==> src/fso_pkg.sv <==
// Purpose: Shared constants for the floppy status and output register bank
// Assumes: 8-bit host data, 3-bit I/O offset within the controller range
// Notes: Timing counts are derived from the 125 MHz system clock
package fso_pkg;

  // Register offsets within the controller range
  localparam logic [2:0] FSO_OFS_STATUS_A = 3'h0;
  localparam logic [2:0] FSO_OFS_STATUS_B = 3'h1;
  localparam logic [2:0] FSO_OFS_DRIVE_OUT = 3'h2;
  localparam logic [2:0] FSO_OFS_TAPE = 3'h3;
  localparam logic [2:0] FSO_OFS_DIG_IN = 3'h7;

  // Reset values
  localparam logic [7:0] FSO_DRIVE_OUT_RST = 8'h00;
  localparam logic [1:0] FSO_TAPE_RST = 2'h0;

  // Drive output control field positions
  localparam int FSO_DOC_MOTOR_LSB = 4;
  localparam int FSO_DOC_DMA_GATE = 3;
  localparam int FSO_DOC_RESET = 2;
  localparam int FSO_DOC_SEL_LSB = 0;

  // Tape register: valid-data bit reads one, no media sense here
  localparam int FSO_TAPE_VALID_BIT = 5;
  localparam logic [7:0] FSO_BUS_OE_ALL = 8'hff;
  localparam logic [7:0] FSO_BUS_OE_TAPE_LOW = 8'h03;

  // Least software reset hold time
  localparam int FSO_CLK_PERIOD_PS = 8000;
  localparam int FSO_SWRST_MIN_NS = 100;
  localparam int FSO_SWRST_CYCLES = (FSO_SWRST_MIN_NS * 1000 + FSO_CLK_PERIOD_PS - 1)
                                    / FSO_CLK_PERIOD_PS;

  // Register mode
  typedef enum logic [1:0] {
    FSO_MODE_BASE = 2'b00,
    FSO_MODE_EXT = 2'b01,
    FSO_MODE_INV = 2'b10
  } fso_mode_t;

endpackage

==> src/fso_status_output_regs.sv <==
// Purpose: Diagnostic status, drive output control and tape assignment registers
// Assumes: Host strobes are one-cycle pulses synchronous to clk_sys
// Notes: Read data is registered and stands for one cycle after the strobe
// Operation
// RULE1: Status registers answer only in extended or inverted mode, else bus floats.
// RULE2: Status A bit 7 follows interrupt pin level in both diagnostic modes.
// RULE3: Extended status A shows drive2, step, track0, head, index, protect, direction.
// RULE4: Inverted status A shows DMA request, inverted disk inputs and head outputs.
// RULE5: Inverted status A bit 5 latches step; cleared by input read or resets.
// RULE6: Extended status B bits 7 and 6 read as one.
// RULE7: Extended status B bit 5 mirrors drive select bit 0; hardware reset only.
// RULE8: Extended status B bits 4,3 toggle on inactive write/read data edges.
// RULE9: Extended status B shows write gate and motor enables 1 and 0.
// RULE10: Inverted status B shows drive2 and four drive selects, active low.
// RULE11: Inverted status B latches write data, read data, write gate; input read clears.
// RULE12: Drive output register clears on hardware reset only, writable any time.
// RULE13: Drive output bits 7 to 4 drive motor enables 3 to 0.
// RULE14: Base and inverted modes: bit 3 gates DMA and interrupt pins.
// RULE15: Extended mode: bit 3 reserved, DMA and interrupt pins always enabled.
// RULE16: Bit 2 low holds controller reset; hold lasts at least 100 ns.
// RULE17: Software reset spares drive output bits, resets command settings only.
// RULE18: Drive select bits decode to exactly one active drive select.
// RULE19: Motors 3,2 and extra drive inputs only in four-drive mode.
// RULE20: Values 1Ch, 2Dh, 4Eh, 8Fh enable motor and select together.
// RULE21: Tape register survives software reset; assigned drive access invokes tape support.
// RULE22: Function control bit 0 floats tape register bits 7 to 2 on reads.
// RULE23: Tape select codes drives 1 to 3; drive 0 never a tape drive.
// RULE24: Disk interface inputs are synchronised before use.
`timescale 1ns/100ps
module fso_status_output_regs
  import fso_pkg::*;
(
  input wire logic clk_sys,
  input wire logic rst,
  input wire fso_mode_t regMode,
  input wire logic fourDriveMode,
  input wire logic tapeHighFloat,
  input wire logic busCs,
  input wire logic busRd,
  input wire logic busWr,
  input wire logic [2:0] busAddr,
  input wire logic [7:0] busWdata,
  output logic [7:0] busRdata,
  output logic [7:0] busRdataOe,
  input wire logic secondDrivePresentN,
  input wire logic trackZeroInputN,
  input wire logic indexInputN,
  input wire logic writeProtectN,
  input wire logic readDataN,
  input wire logic stepOut,
  input wire logic dirOut,
  input wire logic headSelectOut,
  input wire logic writeGateOut,
  input wire logic writeDataOut,
  input wire logic dmaReqIn,
  input wire logic irqIn,
  output logic [3:0] motorEnable,
  output logic [3:0] driveSelect,
  output logic floppyInterruptPin,
  output logic floppyInterruptOe,
  output logic dmaReqOe,
  output logic dackTcEnable,
  output logic ctrlReset,
  output logic [1:0] tapeSel,
  output logic tapeSupport
);

  logic [7:0] driveOut_q;
  logic [1:0] tape_q;
  logic [4:0] syncA_q;
  logic [4:0] syncB_q;
  logic rdPrev_q;
  logic wdPrev_q;
  logic stepPrev_q;
  logic wgPrev_q;
  logic wdToggle_q;
  logic rdToggle_q;
  logic stepLatch_q;
  logic wdLatch_q;
  logic rdLatch_q;
  logic wgLatch_q;
  logic [7:0] swRstCnt_q;
  logic irqGate;
  logic swReset;
  logic readStrobe;
  logic writeStrobe;
  logic digInRead;
  logic rdInactEdge;
  logic wdInactEdge;
  logic diagMode;
  logic secondDrvN;
  logic trackZeroN;
  logic indexN;
  logic wpN;
  logic rdataN;
  logic [7:0] statusA;
  logic [7:0] statusB;
  logic [7:0] rdData_d;
  logic [7:0] rdOe_d;

  assign readStrobe = busCs && busRd;
  assign writeStrobe = busCs && busWr;
  assign digInRead = readStrobe && (busAddr == FSO_OFS_DIG_IN);
  assign diagMode = (regMode == FSO_MODE_EXT) || (regMode == FSO_MODE_INV);
  assign swReset = !driveOut_q[FSO_DOC_RESET];
  assign irqGate = (regMode == FSO_MODE_EXT) || driveOut_q[FSO_DOC_DMA_GATE]; // RULE14 RULE15
  assign {secondDrvN, trackZeroN, indexN, wpN, rdataN} = syncB_q;

  // Two-flop synchroniser; only the second stage is looked at
  always_ff @(posedge clk_sys or posedge rst) begin
    if (rst) begin
      syncA_q <= 5'h1f;
      syncB_q <= 5'h1f;
    end else begin
      syncA_q <= {secondDrivePresentN, trackZeroInputN, indexInputN, writeProtectN, readDataN};
      syncB_q <= syncA_q; // RULE24
    end
  end

  // Edge history for pulse-type disk signals
  always_ff @(posedge clk_sys or posedge rst) begin
    if (rst) begin
      rdPrev_q <= 1'b1;
      wdPrev_q <= 1'b0;
      stepPrev_q <= 1'b0;
      wgPrev_q <= 1'b0;
    end else begin
      rdPrev_q <= rdataN;
      wdPrev_q <= writeDataOut;
      stepPrev_q <= stepOut;
      wgPrev_q <= writeGateOut;
    end
  end

  // Read data pin is active low, so its inactive edge is a rise
  assign rdInactEdge = rdataN && !rdPrev_q;
  assign wdInactEdge = !writeDataOut && wdPrev_q;

  // Drive output control; a software reset leaves it alone
  always_ff @(posedge clk_sys or posedge rst) begin
    if (rst) begin
      driveOut_q <= FSO_DRIVE_OUT_RST; // RULE12
    end else if (writeStrobe && busAddr == FSO_OFS_DRIVE_OUT) begin
      driveOut_q <= busWdata; // RULE12 RULE17 RULE20
      if (regMode == FSO_MODE_EXT) begin
        driveOut_q[FSO_DOC_DMA_GATE] <= 1'b0; // RULE15
      end
    end
  end

  // Tape assignment survives software reset
  always_ff @(posedge clk_sys or posedge rst) begin
    if (rst) begin
      tape_q <= FSO_TAPE_RST;
    end else if (writeStrobe && busAddr == FSO_OFS_TAPE) begin
      tape_q <= busWdata[1:0]; // RULE21 RULE23
    end
  end

  // Toggle bits are cleared by hardware reset only
  always_ff @(posedge clk_sys or posedge rst) begin
    if (rst) begin
      wdToggle_q <= 1'b0;
      rdToggle_q <= 1'b0;
    end else begin
      if (wdInactEdge) begin
        wdToggle_q <= !wdToggle_q; // RULE8
      end
      if (rdInactEdge) begin
        rdToggle_q <= !rdToggle_q; // RULE8
      end
    end
  end

  // Sticky latches: a new edge in the clearing cycle is kept
  always_ff @(posedge clk_sys or posedge rst) begin
    if (rst) begin
      stepLatch_q <= 1'b0;
      wdLatch_q <= 1'b0;
      rdLatch_q <= 1'b0;
      wgLatch_q <= 1'b0;
    end else begin
      if (stepOut && !stepPrev_q) begin
        stepLatch_q <= 1'b1; // RULE5
      end else if (digInRead || swReset) begin
        stepLatch_q <= 1'b0; // RULE5
      end
      if (wdInactEdge) begin
        wdLatch_q <= 1'b1; // RULE11
      end else if (digInRead) begin
        wdLatch_q <= 1'b0; // RULE11
      end
      if (rdInactEdge) begin
        rdLatch_q <= 1'b1; // RULE11
      end else if (digInRead) begin
        rdLatch_q <= 1'b0; // RULE11
      end
      if (writeGateOut && !wgPrev_q) begin
        wgLatch_q <= 1'b1; // RULE11
      end else if (digInRead) begin
        wgLatch_q <= 1'b0; // RULE11
      end
    end
  end

  // Stretch the controller reset so a quick toggle still meets the hold time
  always_ff @(posedge clk_sys or posedge rst) begin
    if (rst) begin
      swRstCnt_q <= 8'(FSO_SWRST_CYCLES);
      ctrlReset <= 1'b1;
    end else begin
      if (swReset) begin
        swRstCnt_q <= 8'(FSO_SWRST_CYCLES);
      end else if (swRstCnt_q != 8'h00) begin
        swRstCnt_q <= swRstCnt_q - 8'h01;
      end
      ctrlReset <= swReset || (swRstCnt_q > 8'h01); // RULE16
    end
  end

  // Disk and pin outputs, all registered
  always_ff @(posedge clk_sys or posedge rst) begin
    if (rst) begin
      motorEnable <= 4'h0;
      driveSelect <= 4'h1;
      floppyInterruptPin <= 1'b0;
      tapeSel <= 2'h0;
      tapeSupport <= 1'b0;
    end else begin
      motorEnable <= driveOut_q[FSO_DOC_MOTOR_LSB +: 4] &
                     {{2{fourDriveMode}}, 2'b11}; // RULE13 RULE19
      driveSelect <= 4'h1 << driveOut_q[FSO_DOC_SEL_LSB +: 2]; // RULE18
      floppyInterruptPin <= irqIn && irqGate;
      tapeSel <= tape_q;
      tapeSupport <= (tape_q != 2'h0) &&
                     (driveOut_q[FSO_DOC_SEL_LSB +: 2] == tape_q); // RULE21 RULE23
    end
  end

  // No reset here: extended mode must keep the pins enabled through hardware reset
  always_ff @(posedge clk_sys) begin
    floppyInterruptOe <= irqGate; // RULE14 RULE15
    dmaReqOe <= irqGate; // RULE14 RULE15
    dackTcEnable <= irqGate; // RULE14 RULE15
  end

  // Status register views
  always_comb begin
    if (regMode == FSO_MODE_INV) begin
      statusA = {floppyInterruptPin, dmaReqIn, stepLatch_q, !trackZeroN,
                 !headSelectOut, !indexN, !wpN, !dirOut}; // RULE2 RULE4 RULE5
      statusB = {secondDrvN || !fourDriveMode, !driveSelect[1], !driveSelect[0], wdLatch_q,
                 rdLatch_q, wgLatch_q, !driveSelect[3], !driveSelect[2]}; // RULE10 RULE11 RULE19
    end else begin
      statusA = {floppyInterruptPin, secondDrvN || !fourDriveMode, stepOut, trackZeroN,
                 headSelectOut, indexN, wpN, dirOut}; // RULE2 RULE3
      statusB = {2'b11, driveOut_q[FSO_DOC_SEL_LSB], wdToggle_q, rdToggle_q,
                 writeGateOut, motorEnable[1], motorEnable[0]}; // RULE6 RULE7 RULE8 RULE9
    end
  end

  // Host read mux; unmapped offsets leave the bus floating
  always_comb begin
    rdData_d = 8'h00;
    rdOe_d = 8'h00;
    case (busAddr)
      FSO_OFS_STATUS_A: begin
        rdData_d = statusA;
        rdOe_d = diagMode ? FSO_BUS_OE_ALL : 8'h00; // RULE1
      end
      FSO_OFS_STATUS_B: begin
        rdData_d = statusB;
        rdOe_d = diagMode ? FSO_BUS_OE_ALL : 8'h00; // RULE1
      end
      FSO_OFS_DRIVE_OUT: begin
        rdData_d = driveOut_q;
        rdOe_d = FSO_BUS_OE_ALL;
      end
      FSO_OFS_TAPE: begin
        rdData_d = {2'b00, 1'b1, 3'b000, tape_q};
        rdData_d[FSO_TAPE_VALID_BIT] = 1'b1;
        rdOe_d = tapeHighFloat ? FSO_BUS_OE_TAPE_LOW : FSO_BUS_OE_ALL; // RULE22
      end
      default: begin
        rdData_d = 8'h00;
        rdOe_d = 8'h00;
      end
    endcase
  end

  always_ff @(posedge clk_sys or posedge rst) begin
    if (rst) begin
      busRdata <= 8'h00;
      busRdataOe <= 8'h00;
    end else if (readStrobe) begin
      busRdata <= rdData_d;
      busRdataOe <= rdOe_d;
    end else begin
      busRdata <= 8'h00;
      busRdataOe <= 8'h00;
    end
  end
endmodule // fso_status_output_regs
==> config.mk <==
export PLATFORM = sky130hd
export DESIGN_NAME = fso_status_output_regs
export DESIGN_NICKNAME = d
export VERILOG_FILES = /design/src/fso_pkg.sv /design/src/fso_status_output_regs.sv
export SDC_FILE = /design/constraint.sdc
export NUM_CORES = 1
export LEC_CHECK = 0
export BUFFER_PORTS_ARGS = -buffer_cell sky130_fd_sc_hd__buf_2
export CORE_ASPECT_RATIO = 1.25
export CORE_UTILIZATION = 57
export CTS_CLUSTER_SIZE = 12
export DETAILED_ROUTE_END_ITERATION = 8
export PLACE_DENSITY_LB_ADDON = 0.05
export SLEW_MARGIN = 30
export SYNTH_ARGS = -nofsm -noshare
export SYNTH_HDL_FRONTEND = slang
export SYNTH_SLANG_ARGS = --single-unit
==> constraint.sdc <==
create_clock -name clk_sys -period 2.75 [get_ports clk_sys]
set_input_delay 0.275 -clock clk_sys [delete_from_list [all_inputs] [get_ports clk_sys]]
set_output_delay 0.275 -clock clk_sys [all_outputs]
set_load 0.05 [all_outputs]
==> results_dict.tcl <==
set metrics [dict create \
    synth_top_area_share_pct 42.6 \
    post-cts-setup-buffers 0 \
    slew_viol_final 0 \
    async_flop_share_pct 98.4 \
    syn_to_final_growth_pct 20.2 \
    arrival_ps 1880 \
    insertion_delay_ps 340 \
    final_net_count 314 \
    ys_ff_latch 62 \
    antenna_cells 0 \
    worst_pin_slew_ps 722 \
    synth_area_mm2 0.00265 \
    violations "negative hold slack" \
    startpoint_type "flip-flop" \
    post_cts_resized 0 \
    post_drt_wl_per_cell_um 14.5 \
    core_area_mm2 0.00443 \
    critPathCaptureType "flip-flop" \
    min_period_ps 1650 \
    gp_congestion 0.750 \
    rsz0062_at_grt "false" \
    grt_max_degree 31 \
    grt_pass1_wl_um 8620 \
    cellPowerDensity_mw_per_mm2 816 \
    netlist_instances 216 \
    yosysSeqAreaShare_pct 59.2 \
    setup.worst_path.class "reg -> reg" \
    initial_core_util_pct 59.8 \
    dr.pass1.iters 4 \
    antenna_found_initial 0 \
    synth_area_leaders "dfrtp_1, dfstp_2, mux2_2" \
    cts.sinks 62 \
    synth_area_leader_cell "dfrtp_1" \
    grt_pass1_vias 1854 \
    setup_ws_ps 1100 \
    overflow 0 \
    setup_viol 0 \
    die_y_um 78.2 \
    drt-total-wl_um 4910 \
    whs_ps -6.72 \
    clockBufferDepth 2 \
    grtUsageTotal_pct 23.2 \
    power_mw 2.60 \
    dp_hpwl_um 3460 \
    hold_buffers 0 \
    htreeDepth 3 \
    worstPathRequired_ps 2970 \
    power.leakage_nw 1.55 \
    fin_setup_tns_ps 0 \
    synthMostInstantiatedCell "dfrtp_1" \
    synth_warnings 0 \
    hp-class "in -> async" \
    layout-drive-gt1-share_pct 40.9 \
    synth_edf_count 0 \
    route.vias.total 1772 \
    portBuffers 63 \
    fin_worst_skew_ps 8.34 \
    drt_iter0_drc 88 \
    rows 27 \
    drv_cap 0 \
    clockRootBuffer "clkbuf_8" \
    synth.distinct_cells 51 \
    fin_crit_sh_pct 60.1 \
    viasPerCell 5.23 \
    drc 0 \
    slew_headroom_pct 51.7 \
    synthTopCellsByCount "dfrtp_1, dfstp_2, inv_1, mux2i_1, nand2_1" \
    crit_fanout 7 \
    avgSynthCellArea_um2 12.3 \
    syn_nets 254 \
    pre_cts_slack_ps 986 \
    finalHoldViolCount 1 \
    die_x_um 62.9 \
    vdd_drop_max_v 0.000580 \
    cts_tree "built" \
    status "finished with violations" \
    final_antenna_net_count 0 \
    ios 64 \
    clkSlewWorstSetupHoldPaths_ps 70 \
    die-area_mm2 0.00492 \
    max_freq_mhz 605 \
    ys.flop_type "dfrtp_1" \
    cts_buffers 9 \
]
## report_power, final
part	switching (mW)	total, mW	internal [mW]
combinational	0.347	0.528	0.181
clock	0.355	0.914	0.559
sequential	0.104	1.15	1.05
total	0.807	2.60	1.79
## registers in the layout (all words and copies together) (netlist names), 2 cells and up
name,cells
syncA_q,5
tapeSel,2
driveSelect,4
motorEnable,4
syncB_q,5
busRdata,8
busRdataOe,2
swRstCnt_q,8
tape_q,2
driveOut_q,8
## layer usage
metal / share of wire (%) / vias to the layer above / global-route usage, %
li1: - / 866 / -
met1: 43 / 852 / 29.1
met2: 51 / 46 / 37.8
met3: 4.2 / 8 / 5.67
met4: 1.7 / 0 / 10.5
met5: 0 / - / 0
## stage by stage
step / utilization [%] / instances / area, um2
after floorplan: - / 216 / 2650
after global placement: 66.6 / 323 / 2950
after detailed placement: 66.6 / 323 / 2950
after CTS: 71.9 / 339 / 3180
after global routing: 71.9 / 339 / 3180
final: 71.9 / 339 / 3180
## kinds of logic (layout without fill, tap and decap cells)
kind of cell             after synthesis  after routing  synth area share, %
adder cells (fa/ha/maj)                6              6                 2.84
XOR/XNOR                               8              8                 2.65
AND/OR/NAND/NOR                       52             52                 11.3
AO/OA/AOI/OAI                         39             39                 10.7
multiplexers                          19             19                 7.61
buffers and inverters                 30             95                 5.77
flip-flops                            62             62                 59.2
## worst max-delay path, stage by stage (launching register included)
cell,delay (ps)
dfrtp_1,410
inv_1,110
ha_1,180
or3b_2,530
o311a_1,310
## cell usage in the layout, fill, tap and decap left out, types with 3 or more instances in the layout
master     synthesis  routed
o2111ai_1          3       3
nand3_1            4       4
nand2b_1           5       5
xor2_1             3       3
dfstp_2           16      16
mux2i_1           10      10
nor2_1             8       8
o22ai_1            3       3
mux2_2             9       9
a22o_1             3       3
nor2b_1            3       3
ha_1               6       6
o21ai_1            3       3
clkbuf_8           0      11
and2_1             5       5
inv_1             13      12
buf_2              2      63
a21oi_1            4       4
a211oi_1           3       3
xnor2_1            5       5
dfrtp_1           45      45
nand3b_1           4       4
nand2_1           10      10
o21ai_0            5       5
## worst paths after layout
kind                                startpoint        endpoint  slack [ps]  depth (start not counted)
setup reg to reg                 swRstCnt_q[1]   swRstCnt_q[1]        1100                          4
hold reg to reg                     syncA_q[2]      syncB_q[2]         360                          0
setup / recovery                 swRstCnt_q[1]   swRstCnt_q[1]        1100                          4
hold / removal                             rst       wgLatch_q          -7                          2
min in group clk_sys       secondDrivePresentN      syncA_q[4]          30                          1
max in group asynchronous                  rst  driveSelect[0]        2020                          3
## final cells by class
| class | count | area, um2 |
|---|---|---|
| clock buffers | 11 | 151 |
| clock inverters | 5 | 81.3 |
| fillers | 339 | 1240 |
| inverters | 14 | 52.6 |
| multi-input cells | 124 | 927 |
| flip-flops and latches | 62 | 1570 |
| well taps | 58 | 72.6 |
| repair buffers | 65 | 330 |
No activity file was read; power rests on OpenSTA's default activity.
